### src/rtm_pkg.sv
// Shared constants and types of the retimer control register block
package rtm_pkg;
    localparam int MAX_CH = 4;
    localparam int EYE_W = 4;
    // Shared register offsets
    localparam logic [7:0] SH_REV_ID = 8'h01;
    localparam logic [7:0] SH_CTRL = 8'h04;
    localparam logic [7:0] SH_STAT = 8'h05;
    localparam logic [7:0] SH_CH_SEL = 8'hff;
    // Channel register offsets
    localparam logic [7:0] CH_SRST = 8'h00;
    localparam logic [7:0] CH_LSIRQ = 8'h01;
    localparam logic [7:0] CH_CDROVR = 8'h0a;
    localparam logic [7:0] CH_EYEST = 8'h30;
    localparam logic [7:0] CH_ADAPT = 8'h31;
    localparam logic [7:0] CH_EYETHR = 8'h32;
    localparam logic [7:0] CH_EYEEN = 8'h36;
    // Field positions
    localparam int CTRL_SHRST_B = 6;
    localparam int CTRL_MRST_B = 5;
    localparam int CTRL_TRIG_B = 4;
    localparam int STAT_DIS_B = 7;
    localparam int STAT_DONE_B = 4;
    localparam int SEL_PAGE_B = 2;
    localparam int SRST_B = 2;
    localparam int LS_LOCK_B = 4;
    localparam int LS_SIG_B = 0;
    localparam int OVR_EN_B = 3;
    localparam int OVR_RST_B = 2;
    localparam int EYE_FLAG_B = 4;
    localparam int ADAPT_LSB = 5;
    localparam int EYE_EN_B = 6;
    // Reset values
    localparam logic [7:0] SEL_RST = 8'h00;
    localparam logic [1:0] ADAPT_RST = 2'h0;
    localparam logic [7:0] EYETHR_RST = 8'h00;
    // EEPROM loader states
    typedef enum logic [2:0] {
        LD_ARMED = 3'b001,
        LD_BUSY = 3'b010,
        LD_DONE = 3'b100
    } rtm_ld_state_t;
endpackage

### src/rtm_if.sv
// Carriers between the register top, the channels and the EEPROM loader
`timescale 1ns/1ps
interface rtm_chan_if;
    logic wr;
    logic rd;
    logic [7:0] addr;
    logic [7:0] wdata;
    logic [7:0] rdata;
    logic lock;
    logic sig;
    logic [3:0] horizontal_eye_opening;
    logic [3:0] vertical_eye_opening;
    logic irq;
    logic cdr_rst;
    logic restart;
    logic [1:0] adapt;
    modport top(output wr, rd, addr, wdata, lock, sig, horizontal_eye_opening, vertical_eye_opening, input rdata, irq, cdr_rst, restart, adapt);
    modport chan(input wr, rd, addr, wdata, lock, sig, horizontal_eye_opening, vertical_eye_opening, output rdata, irq, cdr_rst, restart, adapt);
endinterface
interface rtm_ld_if;
    logic strap_master;
    logic req_low;
    logic mrst;
    logic trig;
    logic dis;
    logic ee_done;
    logic ee_start;
    logic done;
    modport top(output strap_master, req_low, mrst, trig, dis, ee_done, input ee_start, done);
    modport ldr(input strap_master, req_low, mrst, trig, dis, ee_done, output ee_start, done);
endinterface

### src/rtm_channel.sv
// One channel: soft reset, CDR reset override and read-to-clear interrupt flags
`timescale 1ns/1ps
module rtm_channel import rtm_pkg::*; (
    input wire logic clk_i,
    input wire logic rstn_i,
    rtm_chan_if.chan ch
);
    typedef struct packed {
        logic ovr_en;
        logic ovr_rst;
        logic [1:0] adapt;
        logic [7:0] thr;
        logic eye_en;
        logic lock_f;
        logic sig_f;
        logic eye_f;
        logic lock_d;
        logic sig_d;
        logic held_d;
        logic cdr_rst;
        logic restart;
    } rtm_ch_st_t;
    localparam rtm_ch_st_t CH_ST_RST = '{adapt: ADAPT_RST, thr: EYETHR_RST, default: '0};
    rtm_ch_st_t r, n;
    logic held, lock_ev, sig_ev, eye_ev;

    always_comb begin
        held = r.ovr_en & r.ovr_rst;
        lock_ev = r.lock_d & ~ch.lock;
        sig_ev = r.sig_d & ~ch.sig;
        eye_ev = r.eye_en & ((ch.horizontal_eye_opening < r.thr[7:4]) | (ch.vertical_eye_opening < r.thr[3:0]));
        n = r;
        n.lock_d = ch.lock;
        n.sig_d = ch.sig;
        n.held_d = held;
        n.cdr_rst = held;
        n.restart = r.held_d & ~held & ch.sig;
        if (ch.rd && ch.addr == CH_LSIRQ) begin
            n.lock_f = 1'b0;
            n.sig_f = 1'b0;
        end
        if (ch.rd && ch.addr == CH_EYEST) begin
            n.eye_f = 1'b0;
        end
        if (ch.wr) begin
            unique case (ch.addr)
                CH_SRST: if (ch.wdata[SRST_B]) begin
                    n.ovr_en = 1'b0;
                    n.ovr_rst = 1'b0;
                    n.adapt = ADAPT_RST;
                    n.thr = EYETHR_RST;
                    n.eye_en = 1'b0;
                    n.lock_f = 1'b0;
                    n.sig_f = 1'b0;
                    n.eye_f = 1'b0;
                end
                CH_CDROVR: begin
                    n.ovr_en = ch.wdata[OVR_EN_B];
                    n.ovr_rst = ch.wdata[OVR_RST_B];
                end
                CH_ADAPT: n.adapt = ch.wdata[ADAPT_LSB+:2];
                CH_EYETHR: n.thr = ch.wdata;
                CH_EYEEN: n.eye_en = ch.wdata[EYE_EN_B];
                default: ;
            endcase
        end
        // Events win over a clear in the same cycle
        if (lock_ev) n.lock_f = 1'b1;
        if (sig_ev) n.sig_f = 1'b1;
        if (eye_ev) n.eye_f = 1'b1;
    end

    always_ff @(posedge clk_i or negedge rstn_i) begin
        if (!rstn_i) r <= CH_ST_RST;
        else r <= n;
    end

    always_comb begin
        unique case (ch.addr)
            CH_LSIRQ: ch.rdata = {3'h0, r.lock_f, 3'h0, r.sig_f};
            CH_CDROVR: ch.rdata = {4'h0, r.ovr_en, r.ovr_rst, 2'h0};
            CH_EYEST: ch.rdata = {3'h0, r.eye_f, 4'h0};
            CH_ADAPT: ch.rdata = {1'b0, r.adapt, 5'h00};
            CH_EYETHR: ch.rdata = r.thr;
            CH_EYEEN: ch.rdata = {1'b0, r.eye_en, 6'h00};
            default: ch.rdata = 8'h00;
        endcase
    end
    assign ch.irq = r.lock_f | r.sig_f | r.eye_f;
    assign ch.cdr_rst = r.cdr_rst;
    assign ch.restart = r.restart;
    assign ch.adapt = r.adapt;
endmodule // rtm_channel

### src/rtm_loader.sv
// EEPROM configuration load sequencer
`timescale 1ns/1ps
module rtm_loader import rtm_pkg::*; (
    input wire logic clk_i,
    input wire logic rstn_i,
    rtm_ld_if.ldr ld
);
    typedef struct packed {
        rtm_ld_state_t st;
        logic start;
        logic done;
    } rtm_ld_st_t;
    rtm_ld_st_t r, n;
    logic go;

    always_comb begin
        go = !ld.dis && (ld.trig || (ld.strap_master && ld.req_low));
        n = r;
        n.start = 1'b0;
        unique case (r.st)
            LD_ARMED: if (!ld.mrst && go) begin
                n.st = LD_BUSY;
                n.start = 1'b1;
            end
            LD_BUSY: if (ld.ee_done) begin
                n.st = LD_DONE;
                n.done = 1'b1;
            end
            LD_DONE: if (ld.mrst) begin
                n.st = LD_ARMED;
                n.done = 1'b0;
            end
            default: n.st = LD_ARMED;
        endcase
    end

    always_ff @(posedge clk_i or negedge rstn_i) begin
        if (!rstn_i) r <= '{st: LD_ARMED, start: 1'b0, done: 1'b0};
        else r <= n;
    end
    assign ld.ee_start = r.start;
    assign ld.done = r.done;
endmodule // rtm_loader

### src/rtm_ctrl_regs.sv
// Retimer shared and per-channel control, EEPROM load control and interrupt line
`timescale 1ns/1ps
module rtm_ctrl_regs import rtm_pkg::*; #(
    parameter int NUM_CH = 4,
    parameter logic [7:0] REV_ID = 8'h3c // Arbitrary value
) (
    input wire logic clk_sys_i,
    input wire logic rstn_i,
    input wire logic [7:0] reg_addr_i,
    input wire logic [7:0] reg_wdata_i,
    input wire logic reg_wr_i,
    input wire logic reg_rd_i,
    output logic [7:0] reg_rdata_o,
    output logic reg_rvalid_o,
    input wire logic bus_role_strap_i,
    input wire logic load_req_n_i,
    input wire logic ee_done_i,
    output logic ee_start_o,
    input wire logic [NUM_CH-1:0] lock_i,
    input wire logic [NUM_CH-1:0] sig_det_i,
    input wire logic [NUM_CH*EYE_W-1:0] horizontal_eye_opening_i,
    input wire logic [NUM_CH*EYE_W-1:0] vertical_eye_opening_i,
    output logic [NUM_CH-1:0] cdr_reset_o,
    output logic [NUM_CH-1:0] cdr_restart_o,
    output logic [NUM_CH*2-1:0] adapt_mode_o,
    output logic irq_n_o,
    output logic irq_n_oe_o
);
    if (NUM_CH < 1 || NUM_CH > MAX_CH) begin : g_chk
        $error("NUM_CH must be 1 to 4");
    end

    typedef struct packed {
        logic [7:0] sel;
        logic mrst;
        logic trig;
        logic dis;
        logic [7:0] rdata;
        logic rvalid;
        logic [1:0] strap_s;
        logic [1:0] strap_age;
        logic strap_taken;
        logic strap_master;
        logic [1:0] req_s;
        logic [NUM_CH-1:0] lock_s1;
        logic [NUM_CH-1:0] lock_s2;
        logic [NUM_CH-1:0] sig_s1;
        logic [NUM_CH-1:0] sig_s2;
        logic irq_oe;
    } rtm_top_st_t;

    rtm_top_st_t r, n;
    logic [NUM_CH-1:0][7:0] ch_rdata;
    logic [NUM_CH-1:0] ch_irq;
    logic [MAX_CH-1:0] irq_flags;
    logic page_on;
    logic ch_hit;
    logic ld_done;
    rtm_ld_if lif();

    // Channel page open for every offset but the select register
    assign page_on = r.sel[SEL_PAGE_B] && reg_addr_i != SH_CH_SEL;
    assign ch_hit = 32'(r.sel[1:0]) < NUM_CH;
    assign irq_flags = MAX_CH'(ch_irq);

    function automatic logic [7:0] shared_read(
        input logic [7:0] addr,
        input rtm_top_st_t s,
        input logic done,
        input logic [MAX_CH-1:0] flags
    );
        logic [7:0] v;
        v = 8'h00;
        unique case (addr)
            SH_REV_ID: v = REV_ID;
            SH_CTRL: begin
                v[CTRL_MRST_B] = s.mrst;
                v[CTRL_TRIG_B] = s.trig;
            end
            SH_STAT: begin
                v[STAT_DIS_B] = s.dis;
                v[STAT_DONE_B] = done;
                v[MAX_CH-1:0] = flags;
            end
            SH_CH_SEL: v = s.sel;
            default: v = 8'h00;
        endcase
        return v;
    endfunction

    always_comb begin
        n = r;
        n.rvalid = 1'b0;
        // Pin synchronisers
        n.strap_s = {r.strap_s[0], bus_role_strap_i};
        n.req_s = {r.req_s[0], load_req_n_i};
        n.lock_s1 = lock_i;
        n.lock_s2 = r.lock_s1;
        n.sig_s1 = sig_det_i;
        n.sig_s2 = r.sig_s1;
        // Strap caught once the synchroniser has filled after reset
        n.strap_age = {r.strap_age[0], 1'b1};
        if (r.strap_age[1] && !r.strap_taken) begin
            n.strap_taken = 1'b1;
            n.strap_master = r.strap_s[1];
        end
        // Open-drain line driven while any flag is pending
        n.irq_oe = |ch_irq;
        if (reg_wr_i && !page_on) begin
            unique case (reg_addr_i)
                SH_CH_SEL: n.sel = reg_wdata_i;
                SH_CTRL: begin
                    if (reg_wdata_i[CTRL_SHRST_B]) begin
                        n.sel = SEL_RST;
                        n.mrst = 1'b0;
                        n.trig = 1'b0;
                        n.dis = 1'b0;
                    end else begin
                        n.mrst = reg_wdata_i[CTRL_MRST_B];
                        n.trig = reg_wdata_i[CTRL_TRIG_B];
                    end
                end
                SH_STAT: n.dis = reg_wdata_i[STAT_DIS_B];
                default: ;
            endcase
        end
        if (reg_rd_i) begin
            n.rvalid = 1'b1;
            if (page_on) begin
                n.rdata = ch_hit ? ch_rdata[r.sel[1:0]] : 8'h00;
            end else begin
                n.rdata = shared_read(reg_addr_i, r, ld_done, irq_flags);
            end
        end
    end

    always_ff @(posedge clk_sys_i or negedge rstn_i) begin
        if (!rstn_i) begin
            r <= '{sel: SEL_RST, req_s: 2'b11, default: '0};
        end else begin
            r <= n;
        end
    end

    // Per-channel register sets
    for (genvar g = 0; g < NUM_CH; g++) begin : g_ch
        rtm_chan_if cif();
        assign cif.wr = reg_wr_i && page_on && r.sel[1:0] == 2'(g);
        assign cif.rd = reg_rd_i && page_on && r.sel[1:0] == 2'(g);
        assign cif.addr = reg_addr_i;
        assign cif.wdata = reg_wdata_i;
        assign cif.lock = r.lock_s2[g];
        assign cif.sig = r.sig_s2[g];
        assign cif.horizontal_eye_opening = horizontal_eye_opening_i[g*EYE_W+:EYE_W];
        assign cif.vertical_eye_opening = vertical_eye_opening_i[g*EYE_W+:EYE_W];
        rtm_channel u_channel (
            .clk_i(clk_sys_i),
            .rstn_i(rstn_i),
            .ch(cif.chan)
        );
        assign ch_rdata[g] = cif.rdata;
        assign ch_irq[g] = cif.irq;
        assign cdr_reset_o[g] = cif.cdr_rst;
        assign cdr_restart_o[g] = cif.restart;
        assign adapt_mode_o[g*2+:2] = cif.adapt;
    end

    // EEPROM loader
    assign lif.strap_master = r.strap_master;
    assign lif.req_low = !r.req_s[1];
    assign lif.mrst = r.mrst;
    assign lif.trig = r.trig;
    assign lif.dis = r.dis;
    assign lif.ee_done = ee_done_i;
    assign ld_done = lif.done;
    rtm_loader u_loader (
        .clk_i(clk_sys_i),
        .rstn_i(rstn_i),
        .ld(lif.ldr)
    );

    assign ee_start_o = lif.ee_start;
    assign reg_rdata_o = r.rdata;
    assign reg_rvalid_o = r.rvalid;
    assign irq_n_o = 1'b0;
    assign irq_n_oe_o = r.irq_oe;
endmodule // rtm_ctrl_regs

### config.mk
export PLATFORM = sky130hd
export DESIGN_NAME = rtm_ctrl_regs
export DESIGN_NICKNAME = d
export VERILOG_FILES = /design/src/rtm_pkg.sv /design/src/rtm_if.sv /design/src/rtm_channel.sv /design/src/rtm_loader.sv /design/src/rtm_ctrl_regs.sv
export SDC_FILE = /design/constraint.sdc
export NUM_CORES = 1
export LEC_CHECK = 0
export BUFFER_PORTS_ARGS = -buffer_cell sky130_fd_sc_hd__buf_2
export CAP_MARGIN = 20
export CORE_MARGIN = 5
export CORE_UTILIZATION = 41
export DETAILED_ROUTE_END_ITERATION = 16
export GPL_TIMING_DRIVEN = 0
export HOLD_SLACK_MARGIN = 0.05
export PLACE_DENSITY_LB_ADDON = 0.05
export SYNTH_ARGS = -nofsm -noshare
export SYNTH_HDL_FRONTEND = slang
export SYNTH_HIERARCHICAL = 1
export SYNTH_SLANG_ARGS = --single-unit
export TNS_END_PERCENT = 30
### constraint.sdc
create_clock -name clk_sys_i -period 5.1 [get_ports clk_sys_i]
set_clock_uncertainty 0.05 [all_clocks]
set_input_delay 1.02 -clock clk_sys_i [delete_from_list [all_inputs] [get_ports clk_sys_i]]
set_output_delay 1.02 -clock clk_sys_i [all_outputs]
set_load 0.01 [all_outputs]
**After elaboration in Yosys (flattened, before gate mapping)**

Index checks and enable logic that the tools add are counted.

- Bits in registers: 130
- Word-level logic and storage cells: 280
- Input port bits: 63
- Output and inout port bits: 28

- Muxes and demuxes: 74
- Bitwise gates (word level): 48
- Reduce and logical (&&, ||, !) cells: 61
- Equal/unequal tests: 21
- Order comparisons: 9

Operator list:

| kind | number |
|---|---|
| $pmux W8 S6 | 4 |
| $pmux W8 S2 | 5 |
| $mux W16 | 4 |
| $reduce_and A3 Y1 | 20 |
| $eq A8 B6 Y1 const B | 4 |
| $lt A4 B4 Y1 | 8 |
| $pmux W2 S2 | 8 |
| $mux W3 | 10 |
| $and A1 B1 Y1 | 24 |
| $logic_and A1 B1 Y1 | 24 |
| $mux W8 | 3 |
| $mux W1 | 22 |
| $bmux W8 S2 | 1 |
| $eq A8 B3 Y1 const B | 2 |
| $pmux W1 S2 | 7 |
| $reduce_bool A2 Y1 | 7 |
| $not A1 Y1 | 12 |
| $or A1 B1 Y1 | 12 |
| $pmux W4 S3 | 1 |
| $mux W2 | 5 |
| $pmux W3 S3 | 1 |
| $eq A8 B1 Y1 const B | 1 |
| $eq A8 B4 Y1 const B | 1 |
| $eq A8 B8 Y1 const B | 1 |
| other kinds (18) | 26 |

**Longest topological paths before layout**

- Depth after elaboration: 10
- Depth in mapped cells: 10
- Mapped depth without buffers: 8

**Hierarchy**

The synthesis kept the hierarchy.

By module, submodules not included:

| module | area each (um^2) | seq. area each (um^2) | times used | cells each |
|---|---|---|---|---|
| rtm_channel | 1206.2 | 500.5 | 4 | 124 |
| rtm_ctrl_regs | 2158.3 | 1128.6 | 1 | 186 |
| rtm_loader | 244.0 | 126.4 | 1 | 23 |

**Worst setup path before layout**

No wires, ideal clock.

- Path kind: input-to-reg
- From: input port reg_addr_i[2]
- To: register g_ch[2].u_channel/r[8] in the netlist's numbering
- Data required time: 4.928 ns
- Setup slack: 2.153 ns
- Stages on the path: 8
- Data arrival time: 2.776 ns
- Path buffers: 1
- Cells stage by stage: and4_1 -> a21boi_1 -> nand2_1 -> nor3b_1 -> clkbuf_1 -> o31a_1 -> o21ai_0 -> a32o_1

- Word-level cells in the longest chain between the ends: 5
- Elaborated cells on any way between the ends: 10
- Those cells by class: eq/ne (3); mux (1); reduce/logical (6)

RTL lines:

| element | line | RTL |
|---|---|---|
| start: declaration | rtm_ctrl_regs.sv:9 | `input wire logic [7:0] reg_addr_i,` |
| $ne A8 B8 Y1 | rtm_ctrl_regs.sv:62 | `assign page_on = r.sel[SEL_PAGE_B] && reg_addr_i != SH_CH_SEL;` |
| $logic_and A1 B1 Y1 | rtm_ctrl_regs.sv:62 |  |
| $logic_and A1 B1 Y1 (2 in series) | rtm_ctrl_regs.sv:148 | `assign cif.wr = reg_wr_i && page_on && r.sel[1:0] == 2'(g);` |
| via g_ch[2].cif.wr | rtm_if.sv:4 | `logic wr;` |
| $reduce_and A3 Y1 (no source line) | n/a |  |
| end signal: assignment | rtm_channel.sv:75 | `else r <= n;` |
| end: declaration | rtm_channel.sv:24 | `rtm_ch_st_t r, n;` |

The timed path passes the listed nets, and every way through them passes these cells.
A chain may end at the register's enable or synchronous reset.

==> flow_metrics.tcl <==
set metrics [dict create \
    status "finished, final reports clean" \
    fin_tns_setup_ns 0 \
    ir_drop_mv 0.216 \
    crit_top_cell "nand2_1" \
    hold_violations 0 \
    antenna_found_initial 0 \
    first_global_vias 5957 \
    critical_path.cell_chain "buf_2 -> and4_1 -> a21boi_1 -> nand2_1 -> nor3b_1 -> clkbuf_1 -> nand2_1 -> o21ai_0 -> and2_1 -> o22ai_1" \
    ys_seq_area_share_pct 45.1 \
    drive_gt1_share_pct 26.5 \
    root_buffer "clkbuf_16" \
    ys_seq_elements 130 \
    powerDensity_mw_per_mm2 296 \
    hold_buffers 0 \
    grt-ovfl-total 0 \
    synthArstFlopShare_pct 100 \
    dp.final_hpwl_um 14900 \
    synthesis.area_per_instance_um2 10.3 \
    grtUsageTotal_pct 20.8 \
    gp_congestion 0.843 \
    post_dp_cell_area_mm2 0.00798 \
    start_util_pct 41.8 \
    crit_path_max_fanout 35 \
    clk_pin_slew_worst_paths_ns 0.06 \
    worst_pin_slew_ns 0.691 \
    die_h_um 143 \
    cpPeakStageDelay_ns 0.57 \
    yosysWarnings 6 \
    drt_iter0_markers 384 \
    synth_edf_count 0 \
    fmax_mhz 279 \
    synth-main-ff-cell "dfrtp_1" \
    yosys.area_share.simple_pct 19.8 \
    synth_xor_area_share_pct 0 \
    final_cell_mix "dfrtp_1, buf_2, inv_1" \
    num-nets-final 900 \
    hp-class "flop to flop" \
    synthAdderAreaFrac_pct 4.16 \
    stdcell_count 1051 \
    core_area_mm2 0.0173 \
    die_area_mm2 0.0204 \
    max-cap-violations 0 \
    cp.arrival_ns 3.84 \
    syn_area_mm2 0.00723 \
    portBuffers 88 \
    cts-resized-gates 0 \
    min_period_ns 3.59 \
    area_growth_syn_to_layout_pct 19.1 \
    finalMaxSlewViolations 0 \
    drc 0 \
    required_ns 5.36 \
    cp_slowest_cell "a21boi_1" \
    viasPerCell 5.67 \
    yosys.cell_types.count 66 \
    syn-num-nets 792 \
    cts_tree "done" \
    relSlewSlack_pct 53.9 \
    power.static_leakage_nw 3.85 \
    finalInstanceArea_mm2 0.00861 \
    numClockSinks 130 \
    place_inst 1019 \
    synth_top_family_by_area "simple AND/OR/NAND/NOR gates" \
    insertion_delay_ns 0.42 \
    rsz0062_at_grt "false" \
    cts_buffers 17 \
    pin_count 91 \
    htreeDepth 4 \
    grt_max_degree 85 \
    num-fill-cells 1641 \
    synth_cells 705 \
    cts_max_path_buffers 2 \
    vias 5959 \
    dr.pass1.iters 5 \
    detail_route.wl_per_cell_um 19.7 \
    final_common_cell "dfrtp_1" \
    synth_compound_area_share_pct 19.0 \
    endpoint_kind "flop" \
    ant_nets 0 \
    wl_um 20700 \
    synthMuxAreaShare_pct 3.88 \
    grt_pass1_wl_um 32600 \
    rows 48 \
    cts_setup_buffers 0 \
    diodes 0 \
    min_period_over_period_pct 70.3 \
    die_w_um 143 \
    setup_viol 0 \
    critPathLaunchType "input pin" \
    crit_type "input pin to flop" \
]
==> critical path, delay by kind of cell <==
kind,cells,cell delay [ns]
buf+inv,2,0.73
compound gates,3,0.85
simple gates,5,1.20
==> synth_stat cells, drive strengths merged, types with 5 or more instances <==
library cell	number	area share, %
a31oi	7	0.61
mux4	8	2.5
nor3b	6	0.62
a32o	8	1.1
a211oi	8	0.83
nor4	10	0.87
nand2b	9	0.78
o21ai	36	3.5
mux2	8	1.2
dfrtp	127	44
and4b	8	1.1
a22o	46	5.6
inv	61	3.2
nor2	24	1.4
nor2b	9	0.78
nand3	30	2.1
and2	16	1.4
nor4b	10	1.8
o21a	5	0.52
ha	24	4.2
buf	46	4.5
and3	21	1.8
nand2	56	2.9
clkbuf	7	0.36
nor3	12	1.1
o22ai	12	1.0
a21oi	22	1.5
or4	10	1.2
==> flip-flops by register name, indices dropped and copies added, names as in the netlist, 3 cells and up <==
| register | count |
|---|---|
| g_ch.u_channel/ch.adapt | 8 |
| g_ch.u_channel/r | 64 |
| g_ch.u_channel/ch.restart | 4 |
| g_ch.cif.lock | 4 |
| r | 12 |
| reg_rdata_o | 8 |
| g_ch.u_channel/ch.cdr_rst | 4 |
| n | 11 |
| u_loader/r | 3 |
| g_ch.cif.sig | 4 |
==> final timing paths <==
check | startpoint | to | slack (ns) | cells past startpoint
worst max-delay path | reg_addr_i[3] | g_ch[2].u_channel/r[7] | 1.51 | 10
worst min-delay path | n[3] | g_ch[2].cif.sig | 0.30 | 0
worst max register to register | r[39] | g_ch[2].u_channel/r[7] | 2.29 | 8
worst min register to register | n[3] | g_ch[2].cif.sig | 0.30 | 0
max in group asynchronous | rstn_i | g_ch[1].u_channel/r[20] | 3.75 | 2
min in group asynchronous | rstn_i | u_loader/ld.ee_start | 0.47 | 1
==> cells by family (layout without fill, tap and decap cells) <==
kind of cell | Yosys count | count (layout)
buffers and inverters | 114 | 235
adder cells (fa/ha/maj) | 24 | 24
AND/OR/NAND/NOR | 238 | 238
multiplexers | 17 | 17
other | 2 | 2
AO/OA/AOI/OAI | 180 | 180
flip-flops | 130 | 130
==> per-layer routing <==
metal	GRT usage, %	up-vias	wire length [µm]
met2	33.3	216	9680
met3	4.59	42	1210
met5	0	-	0
met4	7.80	0	547
li1	-	2798	-
met1	27.8	2903	9250
==> final cells by class <==
class / count / area, µm² / share of cell area [%]
Tap cell: 225 / 282 / 3.27
Multi-Input combinational cell: 461 / 3390 / 39.4
Timing Repair Buffer: 89 / 474 / 5.51
Inverter: 61 / 229 / 2.66
Clock buffer: 23 / 468 / 5.44
Sequential cell: 130 / 3260 / 37.8
Clock inverter: 9 / 155 / 1.80
Buffer: 53 / 349 / 4.06
==> through the flow <==
stage,util (%),hold WS (ns),setup WS (ns),total power [mW]
after floorplan,-,0.281,2.15,1.17
after global placement,46.0,0.282,1.18,1.27
after detailed placement,46.2,0.285,1.15,1.28
after CTS,49.8,0.299,1.60,2.58
after global routing,49.8,0.303,1.32,2.64
final,49.8,0.297,1.51,2.55
==> power by group <==
| part | internal (mW) | switching, mW |
|---|---|---|
| registers | 1.06 | 0.0125 |
| logic | 0.0718 | 0.119 |
| clock network | 0.843 | 0.445 |
| total | 1.97 | 0.577 |
Power figures use the tool's default switching activity.
